$ cat src/hw/pbg_defs.vh
// Constants for the port B general-purpose pin block
// Assumes a 32-bit AXI4-Lite register bus and one core clock
`ifndef PBG_DEFS_VH
`define PBG_DEFS_VH

// ****************************************
// Register map (byte addresses)
// ****************************************
`define PBG_IDX_PIN_DATA      4'h1
`define PBG_IDX_PIN_DIRECTION 4'h5
`define PBG_ADDR_PIN_DATA     {`PBG_IDX_PIN_DATA, 2'h0}
`define PBG_ADDR_PIN_DIR      {`PBG_IDX_PIN_DIRECTION, 2'h0}
`define PBG_ADDR_ALT_CTRL     6'h20

// ****************************************
// Field positions and reset values
// ****************************************
`define PBG_DIR_RESET         8'h00
`define PBG_CTL_SER_EN        0
`define PBG_CTL_OSC_OUT       1
`define PBG_CTL_OSC_IN        2
`define PBG_CTL_ADC_EN        3
`define PBG_CTL_ADC_LO        4
`define PBG_CTL_ADC_HI        5
`define PBG_CTL_WIDTH         6
`define PBG_CTL_RESET         6'h00

// ****************************************
// Pin assignment
// ****************************************
`define PBG_PIN_OSC_OUT       7
`define PBG_PIN_OSC_IN        6
`define PBG_PIN_SER_RX        1
`define PBG_PIN_SER_TX        0
`define PBG_ADC_PIN_BASE      2

// ****************************************
// AXI responses
// ****************************************
`define PBG_RESP_OKAY         2'h0
`define PBG_RESP_SLVERR       2'h2

`endif

$ cat src/hw/pbg_port_b.v
// Eight-pin general-purpose port with alternate pin functions
// Assumes AXI4-Lite master on the core clock; pins are asynchronous
//
// Design decision made here: the AXI4-Lite slave port.
`timescale 1ns/100ps
`include "pbg_defs.vh"

module pbg_port_b #(
    parameter WIDTH = 8
) (
    input  wire              i_core_clk,
    input  wire              i_srst,
    input  wire [5:0]        i_s_axi_awaddr,
    input  wire              i_s_axi_awvalid,
    output reg               o_s_axi_awready,
    input  wire [31:0]       i_s_axi_wdata,
    input  wire [3:0]        i_s_axi_wstrb,
    input  wire              i_s_axi_wvalid,
    output reg               o_s_axi_wready,
    output reg  [1:0]        o_s_axi_bresp,
    output reg               o_s_axi_bvalid,
    input  wire              i_s_axi_bready,
    input  wire [5:0]        i_s_axi_araddr,
    input  wire              i_s_axi_arvalid,
    output reg               o_s_axi_arready,
    output reg  [31:0]       o_s_axi_rdata,
    output reg  [1:0]        o_s_axi_rresp,
    output reg               o_s_axi_rvalid,
    input  wire              i_s_axi_rready,
    input  wire [WIDTH-1:0]  i_pin,
    output reg  [WIDTH-1:0]  o_pin,
    output reg  [WIDTH-1:0]  o_pin_oe,
    output reg  [WIDTH-1:0]  o_pin_analog,
    input  wire              i_clkgen_osc_out_en,
    input  wire              i_clkgen_osc_in_en,
    input  wire              i_clkgen_osc_out,
    output reg               o_external_clock_in,
    input  wire              i_serial_tx,
    output reg               o_serial_rx,
    output reg  [7:0]        o_ctrl_readback
);

    // ****************************************
    // Storage
    // ****************************************
    reg  [WIDTH-1:0]              pin_latch_bits_q;
    reg  [WIDTH-1:0]              pin_direction_bits_q;
    reg  [`PBG_CTL_WIDTH-1:0]     alt_ctrl_q;
    wire [WIDTH-1:0]              pin_level_q;
    genvar                        g;
    reg  [5:0]                    awaddr_q;
    reg  [7:0]                    wdata_q;
    reg                           wstrb0_q;
    reg                           aw_held_q;
    reg                           w_held_q;

    // ****************************************
    // Alternate function ownership
    // ****************************************
    reg  [WIDTH-1:0]              analog_sel;
    reg  [WIDTH-1:0]              alt_own;
    reg  [WIDTH-1:0]              pin_d;
    reg  [WIDTH-1:0]              oe_d;
    wire [WIDTH-1:0]              read_view;
    wire                          ser_en   = alt_ctrl_q[`PBG_CTL_SER_EN];
    wire                          osc_out  = alt_ctrl_q[`PBG_CTL_OSC_OUT] & i_clkgen_osc_out_en;
    wire                          osc_in   = alt_ctrl_q[`PBG_CTL_OSC_IN] & i_clkgen_osc_in_en;
    wire [1:0]                    adc_chan = alt_ctrl_q[`PBG_CTL_ADC_HI:`PBG_CTL_ADC_LO];

    always @* begin
        analog_sel = {WIDTH{1'b0}};
        if (alt_ctrl_q[`PBG_CTL_ADC_EN]) begin
            analog_sel[`PBG_ADC_PIN_BASE + adc_chan] = 1'b1;
        end
        alt_own = analog_sel;
        alt_own[`PBG_PIN_OSC_OUT] = osc_out | analog_sel[`PBG_PIN_OSC_OUT];
        alt_own[`PBG_PIN_OSC_IN]  = osc_in | analog_sel[`PBG_PIN_OSC_IN];
        alt_own[`PBG_PIN_SER_RX]  = ser_en;
        alt_own[`PBG_PIN_SER_TX]  = ser_en;
        // Ordinary pins: direction gates buffer, latch drives it
        pin_d = pin_latch_bits_q;
        oe_d  = pin_direction_bits_q & ~alt_own;
        pin_d[`PBG_PIN_OSC_OUT] = osc_out ? i_clkgen_osc_out
                                          : pin_latch_bits_q[`PBG_PIN_OSC_OUT];
        oe_d[`PBG_PIN_OSC_OUT]  = oe_d[`PBG_PIN_OSC_OUT] | osc_out;
        pin_d[`PBG_PIN_SER_TX]  = ser_en ? i_serial_tx
                                         : pin_latch_bits_q[`PBG_PIN_SER_TX];
        oe_d[`PBG_PIN_SER_TX]   = oe_d[`PBG_PIN_SER_TX] | ser_en;
        // Analog selection wins over every digital use
        oe_d = oe_d & ~analog_sel;
    end

    // ****************************************
    // Data register read view
    // ****************************************
    // Owned pins still follow direction; software sees latch or level
    // Pin with direction clear shows the filtered level, never the latch
    generate
        for (g = 0; g < WIDTH; g = g + 1) begin : gen_read_view
            assign read_view[g] = pin_direction_bits_q[g] ? pin_latch_bits_q[g]
                                                          : pin_level_q[g];
        end
    endgenerate

    // ****************************************
    // Pin sampling and drive
    // ****************************************
    // One sampler per pin; only stage two reads the metastable first stage
    // Level moves once stages two and three agree, so one-edge spikes drop out
    generate
        for (g = 0; g < WIDTH; g = g + 1) begin : gen_pin_sync
            reg  stage1_q;
            reg  stage2_q;
            reg  stage3_q;
            reg  level_q;
            always @(posedge i_core_clk) begin
                stage1_q <= i_pin[g];
                stage2_q <= stage1_q;
                stage3_q <= stage2_q;
                if (stage2_q && stage3_q) begin
                    level_q <= 1'b1;
                end else if (!stage2_q && !stage3_q) begin
                    level_q <= 1'b0;
                end
            end
            assign pin_level_q[g] = level_q;
        end
    endgenerate

    always @(posedge i_core_clk) begin
        if (i_srst) begin
            o_pin               <= {WIDTH{1'b0}};
            o_pin_oe            <= {WIDTH{1'b0}};
            o_pin_analog        <= {WIDTH{1'b0}};
        end else begin
            o_pin               <= pin_d;
            o_pin_oe            <= oe_d;
            o_pin_analog        <= analog_sel;
        end
    end

    // ****************************************
    // Peripheral side inputs
    // ****************************************
    // Released receive line idles high so the serial unit sees no start bit
    always @(posedge i_core_clk) begin
        if (i_srst) begin
            o_external_clock_in <= 1'b0;
            o_serial_rx         <= 1'b1;
        end else begin
            o_external_clock_in <= osc_in & pin_level_q[`PBG_PIN_OSC_IN];
            o_serial_rx         <= ser_en ? pin_level_q[`PBG_PIN_SER_RX] : 1'b1;
        end
    end

    // ****************************************
    // Control readback
    // ****************************************
    always @(posedge i_core_clk) begin
        if (i_srst) begin
            o_ctrl_readback     <= 8'h00;
        end else begin
            o_ctrl_readback     <= {{(8-`PBG_CTL_WIDTH){1'b0}}, alt_ctrl_q};
        end
    end

    // ****************************************
    // AXI4-Lite write channel
    // ****************************************
    wire aw_have = aw_held_q | (i_s_axi_awvalid & o_s_axi_awready);
    wire w_have  = w_held_q | (i_s_axi_wvalid & o_s_axi_wready);
    wire [5:0] wa   = aw_held_q ? awaddr_q : i_s_axi_awaddr;
    wire [7:0] wd   = w_held_q ? wdata_q : i_s_axi_wdata[7:0];
    wire       wb0  = w_held_q ? wstrb0_q : i_s_axi_wstrb[0];
    wire       do_w = aw_have & w_have & ~o_s_axi_bvalid;
    wire       latch_store = do_w & wb0 & (wa == `PBG_ADDR_PIN_DATA);

    // Data latches carry no reset so power-up content stays undefined
    always @(posedge i_core_clk) begin
        if (latch_store) begin
            pin_latch_bits_q <= wd[WIDTH-1:0];
        end
    end

    always @(posedge i_core_clk) begin
        if (i_srst) begin
            pin_direction_bits_q <= `PBG_DIR_RESET;
            alt_ctrl_q           <= `PBG_CTL_RESET;
            o_s_axi_bvalid       <= 1'b0;
            o_s_axi_bresp        <= `PBG_RESP_OKAY;
            aw_held_q            <= 1'b0;
            w_held_q             <= 1'b0;
            awaddr_q             <= 6'h00;
            wdata_q              <= 8'h00;
            wstrb0_q             <= 1'b0;
        end else begin
            if (i_s_axi_awvalid && o_s_axi_awready && !do_w) begin
                aw_held_q <= 1'b1;
                awaddr_q  <= i_s_axi_awaddr;
            end
            if (i_s_axi_wvalid && o_s_axi_wready && !do_w) begin
                w_held_q <= 1'b1;
                wdata_q  <= i_s_axi_wdata[7:0];
                wstrb0_q <= i_s_axi_wstrb[0];
            end
            if (do_w) begin
                aw_held_q      <= 1'b0;
                w_held_q       <= 1'b0;
                o_s_axi_bvalid <= 1'b1;
                o_s_axi_bresp  <= `PBG_RESP_OKAY;
                case (wa)
                    `PBG_ADDR_PIN_DATA: begin
                    end
                    `PBG_ADDR_PIN_DIR: begin
                        if (wb0) begin
                            pin_direction_bits_q <= wd[WIDTH-1:0];
                        end
                    end
                    `PBG_ADDR_ALT_CTRL: begin
                        if (wb0) begin
                            alt_ctrl_q <= wd[`PBG_CTL_WIDTH-1:0];
                        end
                    end
                    default: begin
                        o_s_axi_bresp <= `PBG_RESP_SLVERR;
                    end
                endcase
            end else if (o_s_axi_bvalid && i_s_axi_bready) begin
                o_s_axi_bvalid <= 1'b0;
            end
        end
    end

    // ****************************************
    // Write channel readiness
    // ****************************************
    // Ready only while nothing of that channel is held
    // One-cycle pulses cost a cycle but never accept a second beat early
    wire aw_ready_d = ~aw_have & ~o_s_axi_bvalid & ~do_w & ~o_s_axi_awready;
    wire w_ready_d  = ~w_have & ~o_s_axi_bvalid & ~do_w & ~o_s_axi_wready;

    always @(posedge i_core_clk) begin
        if (i_srst) begin
            o_s_axi_awready <= 1'b0;
            o_s_axi_wready  <= 1'b0;
        end else begin
            o_s_axi_awready <= aw_ready_d;
            o_s_axi_wready  <= w_ready_d;
        end
    end

    // ****************************************
    // AXI4-Lite read channel
    // ****************************************
    always @(posedge i_core_clk) begin
        if (i_srst) begin
            o_s_axi_arready <= 1'b0;
            o_s_axi_rvalid  <= 1'b0;
            o_s_axi_rdata   <= 32'h0000_0000;
            o_s_axi_rresp   <= `PBG_RESP_OKAY;
        end else begin
            o_s_axi_arready <= ~o_s_axi_rvalid & ~o_s_axi_arready & i_s_axi_arvalid;
            if (i_s_axi_arvalid && o_s_axi_arready) begin
                o_s_axi_rvalid <= 1'b1;
                o_s_axi_rresp  <= `PBG_RESP_OKAY;
                o_s_axi_rdata  <= 32'h0000_0000;
                case (i_s_axi_araddr)
                    `PBG_ADDR_PIN_DATA: begin
                        o_s_axi_rdata[WIDTH-1:0] <= read_view;
                    end
                    `PBG_ADDR_PIN_DIR: begin
                        o_s_axi_rdata[WIDTH-1:0] <= pin_direction_bits_q;
                    end
                    `PBG_ADDR_ALT_CTRL: begin
                        o_s_axi_rdata[`PBG_CTL_WIDTH-1:0] <= alt_ctrl_q;
                    end
                    default: begin
                        o_s_axi_rresp <= `PBG_RESP_SLVERR;
                    end
                endcase
            end else if (o_s_axi_rvalid && i_s_axi_rready) begin
                o_s_axi_rvalid <= 1'b0;
            end
        end
    end

endmodule

$ cat config.mk
export PLATFORM = sky130hd
export DESIGN_NAME = pbg_port_b
export DESIGN_NICKNAME = d
export VERILOG_FILES = /design/src/hw/pbg_port_b.v
export VERILOG_INCLUDE_DIRS = /design/src /design/src/hw
export SDC_FILE = /design/constraint.sdc
export NUM_CORES = 1
export LEC_CHECK = 0
export BUFFER_PORTS_ARGS = -buffer_cell sky130_fd_sc_hd__buf_2
export CAP_MARGIN = 15
export CORE_MARGIN = 4
export CORE_UTILIZATION = 53
export DETAILED_ROUTE_END_ITERATION = 12
export HOLD_SLACK_MARGIN = 0.12
export PLACE_DENSITY = 0.95
export SKIP_LAST_GASP = 1
export SYNTH_ARGS = -nofsm -noshare
export SYNTH_HDL_FRONTEND = slang
export SYNTH_SLANG_ARGS = --single-unit
$ cat constraint.sdc
create_clock -name i_core_clk -period 4.68 [get_ports i_core_clk]
set_clock_uncertainty 0.1 [all_clocks]
set_input_delay 0.468 -clock i_core_clk [delete_from_list [all_inputs] [get_ports i_core_clk]]
set_output_delay 0.468 -clock i_core_clk [all_outputs]
set_load 0.02 [all_outputs]
==> results.yml <==
run_status:
  status: "complete, no violations"
cts:
  clk_pin_slew_ns: 0.06
  clock_path_buffers: 2
  clock_sinks: 114
  clock_latency_ns: 0.51
  cts_resized: 0
  cts_made_buffers: 17
  cts_tree: "built"
  cts_root_buf: "clkbuf_8"
  htreeDepth: 4
layout:
  fin_area_sq_um: 5330
  area_growth_pct: 28.0
  drive_above_1_share_pct: 27.6
  n_fill_cell: 549
  fin_nets: 551
  regArea_sq_um: 2360
  multiInputGateArea_sq_um: 1570
  n_antenna_cell: 0
drt:
  vias: 3022
  drc: 0
  wl_per_cell_um: 15.0
  drtIter0Drc: 116
  antenna_left: 0
  drt-pass1-iter-count: 4
  totalWireLength_um: 9010
  via_per_inst: 5.05
yosys:
  syn_area_sq_um: 4160
  synthMostInstantiatedCell: "dfxtp_1"
  synthDistinctLibCells: 45
  synth_edf_count: 8
  seq_area_frac_synth_pct: 56.8
  yosys-top-cells-area: "dfxtp_1 (51%), buf_4 (6.0%), edfxtp_1 (5.8%)"
  synthArstFlopShare_pct: 0
  avgSynthCellArea_sq_um: 11.1
  synth_warnings: 0
  synth_seq_cells: 114
  synth_top_flop_cell: "dfxtp_1"
  synthCells: 376
  yosys.area.top_type: "dfxtp_1"
  synth_common_cells: "dfxtp_1 (106), buf_4 (33), nor2_1 (26)"
  yosysTopAreaCellShare_pct: 51.0
floorplanning:
  num_io_pins: 142
  core_sq_um: 7690
  die_area_sq_um: 9330
  initial_core_util_pct: 54.1
  fp.dieH_um: 96.6
  die_x_um: 96.6
  rows: 32
sta:
  hold_viol: 0
  fin_tns_setup_ns: 0
  slew_headroom_pct: 25.9
  setup_violations: 0
  rsz0062_at_grt: "no"
  slew_viol_final: 0
  worstMarginPinSlew_ns: 1.11
  fin_crit_sh_pct: 52.9
  max_freq_mhz: 404
  fin_ws_ns: 2.20
  finalCriticalPeriod_ns: 2.48
global_routing:
  grt_util_met3_pct: 5.03
  antenna_found_initial: 0
  top_usage_layer: "met2"
  grt_use_met1_pct: 23.5
  grt_pass1_wl_um: 13800
  grt_max_degree: 57
  grt_pass1_vias: 2943
  met2_usage_pct: 33.0
  overflow: 0
  grtUsageTotal_pct: 19.8
worst_setup_path:
  crit_chain: "a21oi_1 -> or4_4 -> nor3_1 -> buf_2"
  start_kind: "flop"
  reg2reg_slack_ns: 2.20
  ff2ff_path_depth: 4
  cp.required_ns: 4.79
  path_max_fanout: 11
  critical_path_arrival_ns: 2.59
  worst_path_max_delay_cell: "dfxtp_1"
  path_depth: 4
  cp_top_family: "simple AND/OR/NAND/NOR gates"
  crit_path_end_kind: "flop"
  criticalPathCategory: "reg2reg"
  cpPeakStageDelay_ns: 0.60
  crit_buf_inv: 1
place:
  gp_congestion: 0.773
  dp_slack_ns: 1.90
  place_area_sq_um: 4500
  numPortBuffers: 82
  dp_hpwl_um: 5930
min_path:
  min_path_cells: 3
  min_path_type: "in2reg"
pwr:
  irDropWorstVdd_mv: 0.230
  leakagePower_nw: 2.39
  p_per_area_nw_per_um2: 472
flow_run:
  cap_violations: 0
[power by group]
part / switching, mW / internal [mW] / total [mW]
Sequential: 0.0253 / 1.02 / 1.04
Clock: 0.478 / 0.826 / 1.30
Combinational: 0.0995 / 0.0673 / 0.167
[cell families (layout without fill, tap and decap cells)]
group | count (synthesis) | after routing | share of synthesized area (%)
buffers and inverters | 54 | 144 | 8.30
and+or+nand+nor | 103 | 103 | 14.1
adders and majority gates | 8 | 8 | 1.92
muxes | 32 | 32 | 7.97
other | 1 | 32 | 0.0901
AOI/OAI and AO/OA | 64 | 64 | 10.9
DFF | 114 | 114 | 56.8
[worst min-delay path: stages]
cell,delay [ns]
buf_2,0.10
nand3_1,0.08
a21oi_1,0.06
[per-layer routing]
layer	wire length [um]	vias up
li1	-	1475
met1	3820	1431
met2	4410	102
met3	637	14
met4	146	0
met5	0	-
[placed cells by master (no fill, tap or decap), drive strengths merged, types with 4 or more instances in the layout]
master,instances
maj3,8
dfxtp,106
a311oi,4
nand2,19
conb,32
nor3,15
clkbuf,17
o21ai,16
nor4,4
buf,83
mux2i,23
mux2,9
a22o,12
inv,14
dlygate4sd3,21
a21oi,20
nor2b,11
edfxtp,8
nor2,26
nand2b,13
clkinv,4
[registers in the layout (all words and copies together), names as in the netlist, 8 cells and up]
signal and flops:
gen_pin_sync.level_q 8, gen_pin_sync.stage1_q 8, gen_pin_sync.stage2_q 8, gen_pin_sync.stage3_q 8
o_pin 8, o_pin_oe 8, o_s_axi_rdata 8, pin_direction_bits_q 8
pin_latch_bits_q 8, wdata_q 8
[final timing paths]
kind                       startpoint                  endpoint
max reg2reg                  w_held_q       pin_latch_bits_q[7]
max                          w_held_q       pin_latch_bits_q[7]
min                  i_clkgen_osc_out                  o_pin[7]
min reg2reg  gen_pin_sync[7].stage1_q  gen_pin_sync[7].stage2_q
[through the flow]
| stage | power, mW | util, % | hold slack (ns) | cells |
|---|---|---|---|---|
| floorplan | 1.19 | - | 0.210 | 407 |
| global placement | 1.21 | 58.5 | 0.213 | 545 |
| detailed placement | 1.21 | 58.5 | 0.213 | 545 |
| CTS | 2.53 | 69.2 | 0.123 | 598 |
| global route | 2.59 | 69.3 | 0.134 | 599 |
| finish | 2.51 | 69.3 | 0.136 | 599 |
[what timing repair did]
item,in CTS,in global routing
hold endpoints to repair,22,0
buffers inserted,0,0
hold buffers,21,0
[area by class of cell]
class / instances / area share (%)
sequential: 114 / 44.4
multi-input combinational: 239 / 29.5
timing repair buffer: 104 / 11.7
clock buffer: 17 / 7.78
clock inverter: 15 / 3.71
tap: 102 / 2.40
inverter: 8 / 0.564
(Power assumes the default switching activity.)
